**src/logic/cpm_pkg.sv**
```systemverilog
/*
 * Shared constants and carrier types for the clock and power mode block.
 * Assumes a single 100 MHz system clock and straps that are stable at reset.
 */
package cpm_pkg;

	// ---------------------------------------------------------------
	// Timing
	// ---------------------------------------------------------------
	localparam int CPM_CLK_HZ = 100_000_000;
	localparam int CPM_SLOW_HZ = 32_000;
	// Internal slow tick divider, never a longer period so rounded down.
	localparam int CPM_SLOW_DIV = CPM_CLK_HZ / CPM_SLOW_HZ;
	// Cycles after reset release before the straps are taken.
	localparam logic [1:0] CPM_STRAP_SETTLE = 2'h3;

	// ---------------------------------------------------------------
	// Strap codes
	// ---------------------------------------------------------------
	localparam logic [2:0] CPM_SEL_XTAL_19M2 = 3'h0;
	localparam logic [2:0] CPM_SEL_CLK_19M2 = 3'h4;
	localparam logic [2:0] CPM_SEL_CLK_26M = 3'h5;
	localparam logic [2:0] CPM_SEL_CLK_38M4 = 3'h6;
	localparam logic [2:0] CPM_SEL_CLK_52M = 3'h7;

	// PLL factors giving one 2496 MHz VCO rate from every reference.
	localparam logic [7:0] CPM_MULT_19M2 = 8'h82;
	localparam logic [7:0] CPM_MULT_26M = 8'h60;
	localparam logic [7:0] CPM_MULT_38M4 = 8'h41;
	localparam logic [7:0] CPM_MULT_52M = 8'h30;

	// ---------------------------------------------------------------
	// Power states
	// ---------------------------------------------------------------
	typedef enum logic [2:0] {
		CPM_NORMAL,
		CPM_SUSPEND_PHY_ON,
		CPM_SUSPEND_PHY_OFF,
		CPM_STANDBY,
		CPM_CORE_POWER_DOWN
	} cpm_mode_t;

	// ---------------------------------------------------------------
	// Carriers
	// ---------------------------------------------------------------
	localparam int CPM_WDT_W = 16;
	localparam logic [CPM_WDT_W-1:0] CPM_WDT_LOAD_RST = 16'hFFFF;

	typedef struct packed {
		logic enable;
		logic irq_en;
		logic wake_en;
		logic reset_en;
		logic [CPM_WDT_W-1:0] load;
	} cpm_wdt_cfg_t;

	// Wake inputs other than the USB 2.0 data lines and the reset pin.
	typedef struct packed {
		logic ssrx_resume;
		logic vbus;
		logic cts;
		logic parallel_port_control_line_zero;
	} cpm_wake_t;

endpackage

```
**src/logic/cpm_top.sv**
```systemverilog
/*
 * Clock source, watchdog and power mode control.
 * Assumes pins arrive asynchronously and firmware strobes are synchronous.
 */
// Behaviour
// - Three straps choose crystal or one of four external reference clocks.
// - PLL factor follows the reference so core rates never change.
// - Watchdog expiry may interrupt, wake from standby, and reset the CPU.
// - Watchdog counts a 32 kHz tick, internal or from a dedicated pin.
// - Firmware can disable the watchdog, silencing all its effects.
// - Normal mode keeps CPU clock and PLLs running.
// - Four low-power states exist besides normal mode.
// - Suspend with PHY on keeps the PHY in U3, all else gated.
// - In suspend with PHY on every pin holds its level and direction.
// - Any USB 2.0 data line change wakes from suspend with PHY on.
// - Suspend entry comes from firmware or an external mailbox write.
// - Resume, VBUS, CTS level, control line zero or reset pin also wake.
// - Waking other than by the reset pin or a watchdog expiry with reset enabled leaves the CPU running on.
`timescale 1ns/1ns
module cpm_top
	import cpm_pkg::*;
#(
	parameter int IO_W = 8
) (
	// Clock and reset.
	input wire logic clk,
	input wire logic resetn,
	// Straps and slow clock pin.
	input wire logic [2:0] ref_freq_select_straps,
	input wire logic slow_watchdog_clock_pin,
	input wire logic slow_ext_select,
	// Reference configuration.
	output logic use_crystal,
	output logic [2:0] ref_select,
	output logic [7:0] pll_mult,
	output logic straps_valid,
	// Watchdog control.
	input wire cpm_wdt_cfg_t wdt_cfg,
	input wire logic wdt_kick,
	input wire logic wdt_irq_clear,
	output logic wdt_irq,
	output logic cpu_reset,
	// Power mode requests.
	input wire logic fw_enter_req,
	input wire cpm_mode_t fw_target_mode,
	input wire logic mailbox_suspend_req,
	// Wake sources.
	input wire logic usb_dp,
	input wire logic usb_dm,
	input wire cpm_wake_t wake_pins,
	input wire logic cts_wake_polarity,
	input wire logic hard_reset_pin_n,
	// Clock and power controls.
	output cpm_mode_t mode,
	output logic cpu_clk_en,
	output logic pll_en,
	output logic periph_clk_en,
	output logic phy_en,
	output logic phy_u3,
	output logic core_power_off,
	output logic io_hold,
	output logic wake_event,
	// Pin retention.
	input wire logic [IO_W-1:0] io_out_live,
	input wire logic [IO_W-1:0] io_oe_live,
	output logic [IO_W-1:0] io_out,
	output logic [IO_W-1:0] io_oe
);

	// ---------------------------------------------------------------
	// Pin synchronisers
	// ---------------------------------------------------------------
	localparam int SW = 11;

	logic [SW-1:0] pins_raw;
	logic [SW-1:0] pins_s;
	logic [2:0] straps_s;
	logic slow_s;
	logic dp_s;
	logic dm_s;
	logic rst_pin_n_s;
	cpm_wake_t wake_s;

	assign pins_raw = {ref_freq_select_straps, slow_watchdog_clock_pin,
		usb_dp, usb_dm, hard_reset_pin_n, wake_pins};

	cpm_sync #(.WIDTH(SW)) u_sync (
		.clk(clk),
		.resetn(resetn),
		.din(pins_raw),
		.dout(pins_s)
	);

	assign straps_s = pins_s[10:8];
	assign slow_s = pins_s[7];
	assign dp_s = pins_s[6];
	assign dm_s = pins_s[5];
	assign rst_pin_n_s = pins_s[4];
	assign wake_s = pins_s[3:0];

	// ---------------------------------------------------------------
	// Strap capture and PLL factor
	// ---------------------------------------------------------------
	logic [1:0] settle;

	// Waiting lets the synchroniser fill before the straps are taken.
	always_ff @(posedge clk or negedge resetn) begin
		if (!resetn) begin
			settle <= 2'h0;
		end else if (settle != CPM_STRAP_SETTLE) begin
			settle <= settle + 2'h1;
		end
	end

	// Straps are frozen once; later pin changes are ignored.
	always_ff @(posedge clk or negedge resetn) begin
		if (!resetn) begin
			straps_valid <= 1'b0;
			ref_select <= CPM_SEL_XTAL_19M2;
			use_crystal <= 1'b1;
			pll_mult <= CPM_MULT_19M2;
		end else if (!straps_valid && settle == CPM_STRAP_SETTLE) begin
			straps_valid <= 1'b1;
			ref_select <= straps_s;
			use_crystal <= (straps_s == CPM_SEL_XTAL_19M2);
			case (straps_s)
				CPM_SEL_XTAL_19M2,
				CPM_SEL_CLK_19M2: pll_mult <= CPM_MULT_19M2;
				CPM_SEL_CLK_26M: pll_mult <= CPM_MULT_26M;
				CPM_SEL_CLK_38M4: pll_mult <= CPM_MULT_38M4;
				CPM_SEL_CLK_52M: pll_mult <= CPM_MULT_52M;
				// Unlisted codes fall back to the crystal setting.
				default: begin
					use_crystal <= 1'b1;
					pll_mult <= CPM_MULT_19M2;
				end
			endcase
		end
	end

	// ---------------------------------------------------------------
	// Slow watchdog tick
	// ---------------------------------------------------------------
	localparam int DW = $clog2(CPM_SLOW_DIV);
	localparam logic [DW-1:0] DIV_LAST = DW'(CPM_SLOW_DIV - 1);

	logic [DW-1:0] div_cnt;
	logic int_tick;
	logic slow_prev;
	logic ext_tick;
	logic slow_tick;

	// Internal source: divide the system clock down to 32 kHz.
	always_ff @(posedge clk or negedge resetn) begin
		if (!resetn) begin
			div_cnt <= '0;
			int_tick <= 1'b0;
		end else begin
			int_tick <= (div_cnt == DIV_LAST);
			div_cnt <= (div_cnt == DIV_LAST) ? '0 : div_cnt + 1'b1;
		end
	end

	// External source: rising edges of the synchronised pin.
	always_ff @(posedge clk or negedge resetn) begin
		if (!resetn) begin
			slow_prev <= 1'b0;
		end else begin
			slow_prev <= slow_s;
		end
	end

	assign ext_tick = slow_s && !slow_prev;
	assign slow_tick = slow_ext_select ? ext_tick : int_tick;

	// ---------------------------------------------------------------
	// Watchdog
	// ---------------------------------------------------------------
	logic wdt_expire;
	logic wdt_fire;

	// The counter keeps running in every state so it can wake standby.
	cpm_wdt u_wdt (
		.clk(clk),
		.resetn(resetn),
		.tick(slow_tick),
		.enable(wdt_cfg.enable),
		.kick(wdt_kick),
		.load(wdt_cfg.load),
		.count(),
		.expire(wdt_expire)
	);

	assign wdt_fire = wdt_expire && wdt_cfg.enable;

	// Interrupt flag: a new expiry beats a clear in the same cycle.
	always_ff @(posedge clk or negedge resetn) begin
		if (!resetn) begin
			wdt_irq <= 1'b0;
		end else if (!wdt_cfg.enable) begin
			wdt_irq <= 1'b0;
		end else if (wdt_fire && wdt_cfg.irq_en) begin
			wdt_irq <= 1'b1;
		end else if (wdt_irq_clear) begin
			wdt_irq <= 1'b0;
		end
	end

	// ---------------------------------------------------------------
	// Wake detection
	// ---------------------------------------------------------------
	logic dp_prev;
	logic dm_prev;
	logic rst_pin_prev_n;
	logic line_wake;
	logic pin_wake;
	logic reset_wake;

	always_ff @(posedge clk or negedge resetn) begin
		if (!resetn) begin
			dp_prev <= 1'b0;
			dm_prev <= 1'b0;
			rst_pin_prev_n <= 1'b0; // Matches the flop, so no false fall.
		end else begin
			dp_prev <= dp_s;
			dm_prev <= dm_s;
			rst_pin_prev_n <= rst_pin_n_s;
		end
	end

	// Either edge wakes, but only once the synchronisers have filled.
	assign line_wake = (settle == CPM_STRAP_SETTLE)
		&& ((dp_s != dp_prev) || (dm_s != dm_prev));
	assign pin_wake = wake_s.ssrx_resume || wake_s.vbus
		|| (wake_s.cts == cts_wake_polarity)
		|| wake_s.parallel_port_control_line_zero;
	assign reset_wake = rst_pin_prev_n && !rst_pin_n_s;

	// ---------------------------------------------------------------
	// Power mode state machine
	// ---------------------------------------------------------------
	cpm_mode_t next_mode;
	logic next_wake;

	always_comb begin
		next_mode = mode;
		next_wake = 1'b0;
		case (mode)
			CPM_NORMAL: begin
				if (mailbox_suspend_req) begin
					next_mode = CPM_SUSPEND_PHY_ON;
				end else if (fw_enter_req) begin
					next_mode = fw_target_mode;
				end
			end
			CPM_SUSPEND_PHY_ON,
			CPM_SUSPEND_PHY_OFF: begin
				next_wake = line_wake || pin_wake || reset_wake;
			end
			CPM_STANDBY: begin
				next_wake = line_wake || pin_wake || reset_wake
					|| (wdt_fire && wdt_cfg.wake_en);
			end
			CPM_CORE_POWER_DOWN: begin
				// Core state is lost, so only the reset pin or VBUS revive it.
				next_wake = reset_wake || wake_s.vbus;
			end
			default: begin
				next_mode = CPM_NORMAL;
			end
		endcase
		if (next_wake) begin
			next_mode = CPM_NORMAL;
		end
	end

	always_ff @(posedge clk or negedge resetn) begin
		if (!resetn) begin
			mode <= CPM_NORMAL;
			wake_event <= 1'b0;
		end else begin
			mode <= next_mode;
			wake_event <= next_wake;
		end
	end

	// CPU reset pulse: reset-pin wakes and enabled watchdog expiry only.
	always_ff @(posedge clk or negedge resetn) begin
		if (!resetn) begin
			cpu_reset <= 1'b0;
		end else begin
			cpu_reset <= (next_wake && reset_wake)
				|| (wdt_fire && wdt_cfg.reset_en);
		end
	end

	// ---------------------------------------------------------------
	// Clock gating and power controls
	// ---------------------------------------------------------------
	always_ff @(posedge clk or negedge resetn) begin
		if (!resetn) begin
			cpu_clk_en <= 1'b1;
			pll_en <= 1'b1;
			periph_clk_en <= 1'b1;
			phy_en <= 1'b1;
			phy_u3 <= 1'b0;
			core_power_off <= 1'b0;
		end else begin
			cpu_clk_en <= (next_mode == CPM_NORMAL);
			pll_en <= (next_mode == CPM_NORMAL);
			periph_clk_en <= (next_mode == CPM_NORMAL);
			phy_en <= (next_mode == CPM_NORMAL)
				|| (next_mode == CPM_SUSPEND_PHY_ON);
			phy_u3 <= (next_mode == CPM_SUSPEND_PHY_ON);
			core_power_off <= (next_mode == CPM_CORE_POWER_DOWN);
		end
	end

	// ---------------------------------------------------------------
	// Pin retention
	// ---------------------------------------------------------------
	// Pins are frozen on entry; the live values are not sampled again
	// until normal mode returns, so late firmware writes reach the pins only then.
	always_ff @(posedge clk or negedge resetn) begin
		if (!resetn) begin
			io_hold <= 1'b0;
			io_out <= '0;
			io_oe <= '0;
		end else begin
			io_hold <= (next_mode != CPM_NORMAL);
			if (next_mode == CPM_NORMAL) begin
				io_out <= io_out_live;
				io_oe <= io_oe_live;
			end
		end
	end

endmodule

```
**src/logic/cpm_sync.sv**
```systemverilog
/*
 * Two-flop synchroniser for a bus of independent levels.
 * Assumes each bit is an unrelated level; no word coherence is given.
 */
`timescale 1ns/1ns
module cpm_sync
	import cpm_pkg::*;
#(
	parameter int WIDTH = 1
) (
	// Clock and reset.
	input wire logic clk,
	input wire logic resetn,
	// Levels.
	input wire logic [WIDTH-1:0] din,
	output logic [WIDTH-1:0] dout
);

	logic [WIDTH-1:0] meta;

	// The first stage feeds only the second stage.
	always_ff @(posedge clk or negedge resetn) begin
		if (!resetn) begin
			meta <= '0;
			dout <= '0;
		end else begin
			meta <= din;
			dout <= meta;
		end
	end

endmodule

```
**src/logic/cpm_wdt.sv**
```systemverilog
/*
 * Watchdog down counter advanced by a slow tick enable.
 * Assumes tick is a one-cycle pulse on the system clock.
 */
`timescale 1ns/1ns
module cpm_wdt
	import cpm_pkg::*;
(
	// Clock and reset.
	input wire logic clk,
	input wire logic resetn,
	// Control.
	input wire logic tick,
	input wire logic enable,
	input wire logic kick,
	input wire logic [CPM_WDT_W-1:0] load,
	// Status.
	output logic [CPM_WDT_W-1:0] count,
	output logic expire
);

	// A disabled counter sits at the load value, so it cannot expire.
	always_ff @(posedge clk or negedge resetn) begin
		if (!resetn) begin
			count <= CPM_WDT_LOAD_RST;
			expire <= 1'b0;
		end else begin
			expire <= 1'b0;
			if (!enable || kick) begin
				count <= load;
			end else if (tick) begin
				if (count == '0) begin
					expire <= 1'b1;
					count <= load;
				end else begin
					count <= count - 1'b1;
				end
			end
		end
	end

endmodule

```
**config.mk**
```make
export PLATFORM = sky130hd
export DESIGN_NAME = cpm_top
export DESIGN_NICKNAME = d
export VERILOG_FILES = /design/src/logic/cpm_pkg.sv /design/src/logic/cpm_top.sv /design/src/logic/cpm_sync.sv /design/src/logic/cpm_wdt.sv
export SDC_FILE = /design/constraint.sdc
export NUM_CORES = 1
export LEC_CHECK = 0
export ABC_AREA = 1
export BUFFER_PORTS_ARGS = -buffer_cell sky130_fd_sc_hd__buf_2
export CAP_MARGIN = 20
export CORE_MARGIN = 2
export CORE_UTILIZATION = 30
export CTS_BUF_LIST = sky130_fd_sc_hd__clkbuf_8 sky130_fd_sc_hd__clkbuf_16
export DETAILED_ROUTE_END_ITERATION = 10
export SLEW_MARGIN = 20
export SYNTH_ARGS = -nofsm -noshare
export SYNTH_HDL_FRONTEND = slang
export SYNTH_SLANG_ARGS = --single-unit
export TNS_END_PERCENT = 10
```
**constraint.sdc**
```tcl
create_clock -name clk -period 1.8 [get_ports clk]
set_input_delay 0.09 -clock clk [delete_from_list [all_inputs] [get_ports clk]]
set_output_delay 0.09 -clock clk [all_outputs]
set_load 0.005 [all_outputs]
```
; ---- After elaboration in Yosys (flattened, before gate mapping)
; Cells that the tools add are included.
[word_totals]
register_bits = 98
in_bits = 58
out_inout_bits = 42
wordCells = 97
[op_classes]
addsub = 3
eq_ne = 17
mux = 18
n_reduce_logical = 33
[ops]
columns = cell, count
row1 = 2-to-1 mux 16 bit, 3
row2 = one-hot mux 8 bit (3 select lines), 1
row3 = equality test 3 bit (second input constant), 6
row4 = logical NOT 16 bit, 1
row5 = subtractor 16 x 1 -> 16 bit (second input constant), 1
row6 = adder 12 x 1 -> 12 bit (second input constant), 1
row7 = equality test 12 bit (second input constant), 1
row8 = 2-to-1 mux 12 bit, 1
row9 = logical OR 1 bit, 11
row10 = logical AND 1 bit, 9
row11 = logical NOT 3 bit, 3
row12 = 2-to-1 mux 3 bit, 3
row13 = 2-to-1 mux 1 bit, 8
row14 = equality test 3 x 1 -> 1 bit (second input constant), 2
row15 = equality test 3 x 2 -> 1 bit (second input constant), 2
row16 = one-hot mux 3 bit (2 select lines), 1
row17 = OR reduction 5 bit, 1
row18 = logical NOT 1 bit, 4
row19 = OR reduction 4 bit, 1
row20 = inequality test 3 x 1 -> 1 bit (second input constant), 1
row21 = one-hot mux 1 bit (3 select lines), 1
row22 = nonzero test 3 bit, 1
row23 = adder 2 x 1 -> 2 bit (second input constant), 1
row24 = equality test 2 bit (second input constant), 1
row25 = 5 further kinds, 6

; ---- Depth between registers and ports, before layout
; Gate-level depths: netlist (run 1).
[depth]
word_depth = 10
ltp_mapped = 13
depth_no_buf = 12

; ---- Modules after synthesis
; From an unflattened synthesis (run 1), not the netlist that was laid out.
[unflattened]
cells_unflattened = 509
hier_area_um2 = 4386.7
[modules_own_cells]
columns = mod, n_inst, cells_per_inst, area_per_inst_um2, seq_area_each_um2
row1 = cpm_top, 1, 277, 2503.7, 1406.3
row2 = cpm_wdt, 1, 210, 1332.5, 445.4
row3 = cpm_sync, 1, 22, 550.5, 550.5

; ---- Worst setup path before layout (run 1)
; No wires, ideal clock.
[synth_path]
path_kind = register -> register
startpoint = register u_wdt.count[0]
endpoint = register u_wdt.count[2]
arrival_time_ps = 1437
required_ps = 1713
slack_ps = 276
path_stages_with_launch = 11
synth_period_minus_slack_ps = 1524
path_cell_list = dfstp_2 -> inv_1 -> ha_1 -> inv_1 -> nor4_1 -> nand3_1 -> nand2_2 -> buf_4 -> nand2_1 -> o211ai_1 -> o21ai_0
[synth_via]
elab_chain_len = 4
elab_cells_between_ends = 5
cone_classes = add/sub: 1 / mux: 3 / reduce/logical: 1
[synth_rtl]
columns = item, line
row1 = from (decl), cpm_wdt.sv:18  ; output logic [CPM_WDT_W-1:0] count,
row2 = from (signal assigned), cpm_wdt.sv:30  ; count <= load;
row3 = from (signal assigned), cpm_wdt.sv:34  ; count <= load;
row4 = from (signal assigned), cpm_wdt.sv:36  ; count <= count - 1'b1;
row5 = subtractor 16 x 1 -> 16 bit / logical NOT 16 bit (equally long branches), "cpm_wdt.sv:36, cpm_wdt.sv:32"
row6 = 2-to-1 mux 16 bit (*), cpm_wdt.sv:32  ; if (count == '0) begin
row7 = 2-to-1 mux 16 bit (*), cpm_wdt.sv:31  ; end else if (tick) begin
row8 = 2-to-1 mux 16 bit (*), cpm_wdt.sv:29  ; if (!enable || kick) begin
; Every way passes the cells marked *; elsewhere a longest branch is shown, timed or not. The select of a mux whose other input is x is not followed.
; A chain may end at the register's enable or synchronous reset.

; ---- Final worst setup path (run 1)
[layout_path]
startpoint = register mode[1]
endpoint = register io_out[7]
[layout_via]
elab_chain_len = 5
elab_cells_between_ends = 13
cone_classes = eq/ne: 4 / mux: 5 / reduce/logical: 4
[layout_rtl]
columns = item, line
row1 = from (decl), cpm_top.sv:54  ; output cpm_mode_t mode,
row2 = from (signal assigned), cpm_top.sv:282  ; mode <= next_mode;
row3 = equality test 3 bit (tied with other cells), cpm_top.sv:248  ; case (mode)
row4 = OR reduction 4 bit (no source line) (tied with other cells), -
row5 = one-hot mux 3 bit (2 select lines) / one-hot mux 1 bit (3 select lines) (equally long branches), cpm_top.sv:248
row6 = 2-to-1 mux 3 bit (*), cpm_top.sv:272  ; if (next_wake) begin
row7 = logical NOT 3 bit (*), cpm_top.sv:331  ; if (next_mode == CPM_NORMAL) begin
row8 = to (signal assigned), cpm_top.sv:332  ; io_out <= io_out_live;
row9 = to (decl), cpm_top.sv:66  ; output logic [IO_W-1:0] io_out,
; Every way passes the cells marked *; elsewhere a longest branch is shown, timed or not.

==> results of run 1 <==
final timing paths:
| kind | slack [ns] | endpoint | startpoint | cells past startpoint |
|---|---|---|---|---|
| hold reg to reg | 0.35 | u_sync.dout[5] | u_sync.meta[5] | 0 |
| min in group asynchronous | 0.35 | div_cnt[4] | resetn | 3 |
| setup / recovery | 0.13 | io_out[7] | mode[1] | 7 |
| hold / removal | 0.03 | wdt_irq | wdt_cfg[19] | 2 |
| max in group asynchronous | 1.05 | periph_clk_en | resetn | 3 |
| setup reg to reg | 0.13 | io_out[7] | mode[1] | 7 |
repair_timing:
item,4_1_cts,5_1_grt
buffers inserted,0,4
hold buffers,30,0
endpoints found under the setup margin,0,34
endpoints found under the hold margin,104,0
resized for setup,0,12
layer usage:
metal  vias up  global-route usage  part of all wire
met3        11              0.0279             0.042
met1      1716               0.166              0.46
met2        73               0.219              0.48
met5         -                   0                 0
met4         0              0.0561             0.018
li1       1798                   -                 -
where the power goes:
part	switching [mW]	internal [mW]
Sequential	0.239	2.57
Clock	0.791	1.06
Combinational	1.20	0.826
Total	2.23	4.46
final cells by class:
class                      count  area (um2)
clock buffer                   9         225
clock inverter                 7        58.8
fill                        1420        8230
inverter                      72         270
multi-input combinational    301        1600
sequential                    95        2400
tap                          180         225
timing repair buffer         142         930
flip-flops by register name, summed over array words and instances, names as in the netlist, 2 cells and up:
| signal | flops |
|---|---|
| u_sync.meta | 11 |
| io_out | 8 |
| ref_select | 3 |
| u_sync.dout | 11 |
| u_wdt.count | 16 |
| pll_mult | 5 |
| settle | 2 |
| div_cnt | 12 |
| io_oe | 8 |
| mode | 3 |
logic make-up (layout without fill, tap and decap cells):
kind of cell | count (synthesis) | count (layout) | share of synthesized area
buf+inv | 85 | 230 | 0.0834
other cells | 1 | 2 | 0.000874
fa+ha+maj | 5 | 5 | 0.0146
flops | 95 | 95 | 0.560
compound gates | 51 | 51 | 0.0688
xor+xnor | 17 | 17 | 0.0347
simple gates | 224 | 226 | 0.238
layout by cell type (no fill, tap or decap), types with 2 or more instances in the layout:
| cell | count |
|---|---|
| dfstp_2 | 20 |
| nand2_2 | 3 |
| ha_1 | 4 |
| conb_1 | 2 |
| nor2_1 | 36 |
| nor2_2 | 2 |
| xor2_1 | 14 |
| a21oi_1 | 11 |
| o21ai_1 | 5 |
| nand2_1 | 120 |
| dlygate4sd3_1 | 30 |
| nand3_4 | 2 |
| buf_12 | 2 |
| nor3_1 | 11 |
| nor4_1 | 3 |
| inv_1 | 69 |
| or2_2 | 2 |
| nand4_4 | 2 |
| inv_2 | 6 |
| buf_2 | 96 |
| o211ai_1 | 2 |
| xnor2_1 | 3 |
| o22ai_1 | 5 |
| o21ai_0 | 20 |
| buf_4 | 13 |
| nor3_4 | 2 |
| nand4_1 | 7 |
| dfrtp_1 | 75 |
| nand3_1 | 29 |
| nand3_2 | 4 |
| clkbuf_16 | 9 |
stage by stage:
stage | cell area, um2 | util
global route | 5710 | 0.410
CTS | 5610 | 0.403
finish | 5710 | 0.410
global placement | 5030 | 0.361
floorplan | 4300 | -
detailed placement | 5030 | 0.361
worst max-delay path, stage by stage (launching register included):
cell     delay [ns]
dfrtp_1        0.45
inv_1          0.12
o21ai_1        0.07
a21oi_1        0.40
nand4_4        0.24
nand3_4        0.21
nand2_1        0.07
nand2_1        0.06
==> summary.md, run 1 <==
| Metric | Value |
|---|---|
| CORE AREA | `13,900 um2` |
| Worst ir drop on vdd | `0.596 mV` |
| Post-DRT Antenna Nets | `0` |
| CTS Buf Count | `9` |
| Port Buffers | `97` |
| Area leader, netlist | `dfrtp_1` |
| Final HPWL DP | `6730 um` |
| Vias in the first global route | `3,463` |
| Initial antenna violation count | `0` |
| Area grow syn2layout | `33.0%` |
| Final setup TNS | `0 ns` |
| # clock sinks | `95` |
| DR vias | `3,598` |
| Ys async rst share | `1.00` |
| Crit Path Max Fanout | `9` |
| Flops & latches, synth | `95` |
| Drc violations | `0` |
| Cell Rows | `43` |
| PD cells | `1170 nW/um2` |
| Global-route wire length before repair | `15,800 um` |
| Max_cap viols | `0` |
| Final nets | `684` |
| List of most frequent post-synthesis cells | `120 x nand2_1, 75 x dfrtp_1, 69 x inv_1` |
| Vias per cell | `4.46` |
| Die footprint | `15,300 um2` |
| Final setup viols | `0` |
| Max Freq | `0.600 GHz` |
| Worst setup EP type | `flop` |
| Finished Layout Cells | `806` |
| Leakage power total | `2.91 nW` |
| Hold Path Class | `input pin to flop` |
| Syn Area/Cell | `8.98 um2` |
| Critical path type | `flop to flop` |
| Min Tclk post-route | `1.67 ns` |
| Synthesis Warnings | `0` |
| GRT Overall Usage | `0.132` |
| Initial Util | `0.308` |
| CP required | `2.08 ns` |
| RSZ-0062 raised after global routing | `false` |
| DR WL/cell | `12.2 um` |
| Post-synth EDFFs | `0` |
| Worst path arrival time | `1.95 ns` |
| Final setup margin | `0.132 ns` |
| Startpoint type of the worst setup path | `flop` |
| Clock transition at path regs | `0.07 ns` |
| Pin count of the biggest net entering global routing | `96` |
| Area contributors post-synth | `dfrtp_1 44%, dfstp_2 12%, nand2_1 10%, inv_1 6.0%, nand3_1 3.5%` |
| Final hold violations | `0` |
| Status | `finished clean` |
| Setup Skew | `0.00862 ns` |
| I/O pin cnt | `100` |
| Syn Inst Count | `478` |
| CTS tree | `yes` |
| Mapped Area | `4290 um2` |
| Total Power | `6.69 mW` |
| Hold slack | `0.0274 ns` |
| Fin crit share | `0.926` |
| Synth unique cells | `41` |
| Clock root cell | `clkbuf_16` |
| Ys flop type | `dfrtp_1` |
| Die Span X | `124 um` |
| Synth top area share | `0.437` |
| CTS Buffer Depth | `2` |
| Initial DRT Pass Iterations | `4` |
| Placed insts | `754` |
| Clock latency on the worst-skew pair | `0.34 ns` |
| Sequential area share after synthesis | `0.560` |
| Die H | `124 um` |
| Fin. max-slew vios | `0` |
| Worst-margin pin slew | `0.513 ns` |
| RePlAce Congestion | `0.902` |
| Fraction of layout cells with a size suffix above 1 | `0.275` |
| WL final | `9820 um` |
| CTS H-tree lvls | `3` |
| 1st-iter DRT viols | `162` |
| Pre-CTS setup slack | `0.0476 ns` |
| Grt ovf | `0` |
| Relative slew slack | `0.658` |
| Top-count cell post-synth | `nand2_1` |
| Antenna diode count | `0` |
No activity file was read; power rests on OpenSTA's default activity.
==> run 2, diff against run 1 <==
--- a/config.mk
+++ b/config.mk
@@ -12,6 +12,7 @@
 export CORE_UTILIZATION = 30
 export CTS_BUF_LIST = sky130_fd_sc_hd__clkbuf_8 sky130_fd_sc_hd__clkbuf_16
 export DETAILED_ROUTE_END_ITERATION = 10
+export RECOVER_POWER = 25
 export SLEW_MARGIN = 20
 export SYNTH_ARGS = -nofsm -noshare
 export SYNTH_HDL_FRONTEND = slang
==> summary.md, run 2 (same netlist as run 1, synthesis figures left out) <==
| Metric | Value |
|---|---|
| Worst setup EP type | `flop` |
| CTS tree | `yes` |
| Worst ir drop on vdd | `0.595 mV` |
| CTS H-tree lvls | `3` |
| Most Crowded Layer GR | `met2` |
| RePlAce Congestion | `0.902` |
| Worst path arrival time | `1.95 ns` |
| Pre-CTS setup slack | `0.0476 ns` |
| # fillers | `1,422` |
| Final hold violations | `0` |
| Antenna diode count | `0` |
| Pin count of the biggest net entering global routing | `96` |
| DR vias | `3,603` |
| Commonest cells after routing, fill and taps aside | `120 x nand2_1, 94 x buf_2, 75 x dfrtp_1` |
| Die footprint | `15,300 um2` |
| Leakage power total | `2.90 nW` |
| Final setup TNS | `0 ns` |
| Port Buffers | `97` |
| RSZ-0062 raised after global routing | `false` |
| CTS Buffer Depth | `2` |
| CORE AREA | `13,900 um2` |
| Initial Util | `0.308` |
| Global-route wire length before repair | `15,800 um` |
| Die H | `124 um` |
| GRT Overall Usage | `0.132` |
| Drc violations | `0` |
| Most common cell after layout, fill and taps aside | `nand2_1` |
| Die Span X | `124 um` |
| Critical path type | `flop to flop` |
| Final setup viols | `0` |
| Status | `finished clean` |
| Setup Skew | `0.00792 ns` |
| M3 GR Usage | `0.0279` |
| Fin crit share | `0.927` |
| CTS Buf Count | `9` |
| Relative slew slack | `0.142` |
| Clock latency on the worst-skew pair | `0.34 ns` |
| Final setup margin | `0.131 ns` |
| Largest Register | `u_wdt.count` |
| Clock root cell | `clkbuf_16` |
| Max_cap viols | `0` |
| I/O pin cnt | `100` |
| Max Freq | `0.599 GHz` |
| Startpoint type of the worst setup path | `flop` |
| Crit Path Max Fanout | `9` |
| Routing usage on met2 | `0.219` |
| Clock transition at path regs | `0.06 ns` |
| Area grow syn2layout | `32.6%` |
| Max reg flops | `16` |
| # clock sinks | `95` |
| Final nets | `684` |
| Worst-margin pin slew | `1.29 ns` |
| Fin. max-slew vios | `0` |
| Cell Rows | `43` |
| Post-DRT Antenna Nets | `0` |
| Initial DRT Pass Iterations | `4` |
| Grt ovf | `0` |
| Final HPWL DP | `6730 um` |
| Initial antenna violation count | `0` |
| Fraction of layout cells with a size suffix above 1 | `0.272` |
| Registers with the most flip-flops | `u_wdt.count (16), div_cnt (12)` |
| Vias per cell | `4.47` |
| Hold Path Class | `input pin to flop` |
| Vias in the first global route | `3,463` |
| DR WL/cell | `12.2 um` |
| CP required | `2.08 ns` |
| GR Layer Usage met1 | `0.166` |
| 1st-iter DRT viols | `162` |
| Min Tclk post-route | `1.67 ns` |
| WL final | `9810 um` |
| PD cells | `1170 nW/um2` |
[run 2: changes by cell type in the layout (fill, tap and decap cells not counted), sizes merged]
cell	delta
buf	-4
clkbuf	+4
[run 2: critical path: stages (launching register included)]
cell	delay, ns
dfrtp_1	0.45
inv_1	0.12
o21ai_1	0.07
a21oi_1	0.40
nand4_4	0.24
nand3_4	0.21
nand2_1	0.07
nand2_1	0.06
[run 2: per-layer routing]
metal,wire (um),share of wire,up-vias
met5,0,0,-
met4,172,0.018,0
met3,412,0.042,11
met2,4740,0.48,73
met1,4480,0.46,1721
li1,-,-,1798
[run 2: power by group]
group,internal [mW],switching [mW]
combinational,0.822,1.20
sequential,2.57,0.239
clock,1.06,0.787
total,4.45,2.22
[run 2: worst paths after layout]
path | to | depth (start not counted) | startpoint | slack (ns)
max | io_out[7] | 7 | mode[1] | 0.13
min | wdt_irq | 2 | wdt_cfg[19] | 0.03
max reg2reg | io_out[7] | 7 | mode[1] | 0.13
min reg2reg | u_sync.dout[5] | 0 | u_sync.meta[5] | 0.35
max in group asynchronous | div_cnt[10] | 3 | resetn | 0.27
min in group asynchronous | div_cnt[4] | 3 | resetn | 0.71
[run 2: per-stage QoR]
stage               cells  power (mW)  hold slack [ns]   util  area (um2)
global route          806        7.19           0.0288  0.409        5690
global placement      754        4.51            0.189  0.361        5030
finish                806        6.68           0.0296  0.409        5690
CTS                   800        6.53           0.0159  0.403        5610
detailed placement    754        4.60            0.196  0.361        5030
floorplan             479        3.98           -0.206      -        4300
[run 2: what timing repair did]
item | in CTS | in global routing
setup endpoints to repair | 0 | 34
hold endpoints to repair | 104 | 0
hold buffers | 30 | 0
setup buffers | 0 | 4
resized for setup | 0 | 12
[run 2: final cells by class]
class	instances	area, um2	area share
multi-input cells	301	1600	0.281
flip-flops and latches	95	2400	0.422
clock inverters	7	58.8	0.0103
well taps	180	225	0.0396
clock buffers	9	225	0.0396
inverters	72	270	0.0475
repair buffers	142	915	0.161
==> run 3, diff against run 2 <==
--- a/config.mk
+++ b/config.mk
@@ -13,6 +13,7 @@
 export CTS_BUF_LIST = sky130_fd_sc_hd__clkbuf_8 sky130_fd_sc_hd__clkbuf_16
 export DETAILED_ROUTE_END_ITERATION = 10
 export RECOVER_POWER = 25
+export REMOVE_ABC_BUFFERS = 1
 export SLEW_MARGIN = 20
 export SYNTH_ARGS = -nofsm -noshare
 export SYNTH_HDL_FRONTEND = slang
==> constraint.sdc (replaced) <==
create_clock -name clk -period 1.35 [get_ports clk]
set_input_delay 0.0675 -clock clk [delete_from_list [all_inputs] [get_ports clk]]
set_output_delay 0.0675 -clock clk [all_outputs]
set_load 0.005 [all_outputs]
==> summary.md, run 3 (same netlist as run 1, synthesis figures left out) <==
| Metric | Value |
|---|---|
| Status | `finished, violations left` |
| Violated checks | `negative setup slack` |
| Max reg flops | `16` |
| Hold Path Class | `input pin to flop` |
| Setup Skew | `0.00678 ns` |
| Port Buffers | `97` |
| Final setup margin | `-0.274 ns` |
| Vias in the first global route | `3,884` |
| Area after DPL | `5490 um2` |
| CORE AREA | `13,900 um2` |
| Final HPWL DP | `7530 um` |
| Relative slew slack | `0.637` |
| CTS tree | `yes` |
| GR Layer Usage met1 | `0.181` |
| CP endpoint | `io_out[4]` |
| RePlAce Congestion | `0.861` |
| Critical path origin | `u_sync.dout[3]` |
| Final nets | `742` |
| Largest Register | `u_wdt.count` |
| Fin. max-slew vios | `0` |
| GRT Overall Usage | `0.147` |
| Drc violations | `0` |
| CTS Buf Count | `9` |
| Startpoint type of the worst setup path | `flop` |
| Finished Layout Cells | `864` |
| Clock root cell | `clkbuf_16` |
| Post-layout util | `0.466` |
| Final setup TNS | `-8.50 ns` |
| RSZ-0062 raised after global routing | `true` |
| Finished layout cell area | `6490 um2` |
| Leakage power total | `3.29 nW` |
| Vias per cell | `4.44` |
| Pre-CTS setup slack | `-0.304 ns` |
| Grt ovf | `0` |
| Final hold violations | `0` |
| M3 GR Usage | `0.0316` |
| Die Span X | `124 um` |
| Post-DRT Antenna Nets | `0` |
| Crit Path Max Fanout | `8` |
| CTS Buffer Depth | `2` |
| Global-route wire length before repair | `17,600 um` |
| Cell Rows | `43` |
| Clock latency on the worst-skew pair | `0.34 ns` |
| Die footprint | `15,300 um2` |
| Die H | `124 um` |
| PD cells | `1510 nW/um2` |
| Max_cap viols | `0` |
| Most Crowded Layer GR | `met2` |
| CP required | `1.58 ns` |
| DR vias | `3,838` |
| Worst path arrival time | `1.85 ns` |
| Hold slack | `0.0187 ns` |
| Most common cell after layout, fill and taps aside | `nand2_1` |
| Pin count of the biggest net entering global routing | `33` |
| Flop2flop setup slack | `-0.27 ns` |
| WL final | `11,000 um` |
| # clock sinks | `95` |
| CTS H-tree lvls | `3` |
| DR WL/cell | `12.7 um` |
| Routing usage on met2 | `0.255` |
| 1st-iter DRT viols | `220` |
| Final setup viols | `41` |
| RR Startpoint | `u_sync.dout[3]` |
| Worst setup EP type | `flop` |
| Total Power | `9.78 mW` |
| Antenna diode count | `0` |
| Initial DRT Pass Iterations | `5` |
| Worst-margin pin slew | `0.545 ns` |
| Reg2Reg Depth | `9` |
| Fin crit share | `1.20` |
| Registers with the most flip-flops | `u_wdt.count (16), div_cnt (12)` |
| Max Freq | `0.616 GHz` |
| Min Tclk post-route | `1.62 ns` |
| Initial Util | `0.308` |
| Crit Reg-Reg Endpoint | `io_out[4]` |
| Initial antenna violation count | `0` |
| Worst ir drop on vdd | `0.917 mV` |
| Fraction of layout cells with a size suffix above 1 | `0.411` |
| Area grow syn2layout | `51.3%` |
| Placed insts | `809` |
| Critical path type | `flop to flop` |
| I/O pin cnt | `100` |
| # fillers | `1,308` |
| Clock transition at path regs | `0.07 ns` |
| Commonest cells after routing, fill and taps aside | `108 x nand2_1, 95 x buf_2, 75 x dfrtp_1` |
==> run 3: cell count changes in the layout (fill, tap and decap cells not counted), moves of 8 or more <==
cell / previous run / this run
buf_4: 12 / 60
nand2_1: 120 / 108
nand3_1: 29 / 17
nand3_2: 4 / 15
o21ai_0: 20 / 9
o21ai_1: 5 / 15
nand2_2: 3 / 11
==> run 3: report_power, final <==
part / internal (mW) / switching [mW] / total [mW] / leakage [nW]
logic: 1.56 / 1.82 / 3.38 / 2.02
clock network: 1.61 / 1.07 / 2.69 / 0.161
registers: 3.43 / 0.295 / 3.72 / 1.12
==> run 3: routing by layer <==
metal	up-vias	routed length, um
li1	1920	-
met1	1819	4780
met2	77	5540
met3	22	420
met4	0	245
met5	-	0
==> run 3: repair_timing <==
item,4_1_cts,5_1_grt
hold buffers,30,0
endpoints found under the hold margin,108,0
gates resized for setup,41,42
gates cloned,2,2
pin swaps,9,18
setup buffers,4,2
setup endpoints to repair,54,56
==> run 3: layout make-up <==
| cell class | count | area, um2 | area share |
|---|---|---|---|
| Timing Repair Buffer | 201 | 1480 | 0.228 |
| Inverter | 72 | 270 | 0.0416 |
| Sequential cell | 95 | 2400 | 0.370 |
| Multi-Input combinational cell | 300 | 1810 | 0.278 |
| Tap cell | 180 | 225 | 0.0347 |
| Clock buffer | 9 | 225 | 0.0347 |
| Clock inverter | 7 | 87.6 | 0.0135 |
==> run 3: how the worst min path moves through the flow <==
stage | slack, ns | end | depth (start not counted) | startpoint
floorplan | -0.23 | core_power_off | 0 | resetn
global placement | -0.02 | u_wdt.expire | 1 | resetn
detailed placement | -0.02 | u_wdt.expire | 1 | resetn
CTS | 0.009 | u_wdt.count[9] | 5 | wdt_cfg[9]
global route | 0.03 | u_wdt.count[9] | 5 | wdt_cfg[9]
finish | 0.02 | u_wdt.count[6] | 5 | wdt_cfg[6]
==> run 3: worst max-delay path: stages, from the launching register on <==
cell and delay [ns]:
dfrtp_1 0.37, nor2_2 0.13, nand3_2 0.10, nor2_4 0.12
nand2_2 0.09, nand2_4 0.08, nand4_4 0.23, clkbuf_16 0.25
nand3_1 0.07, nand2_1 0.06
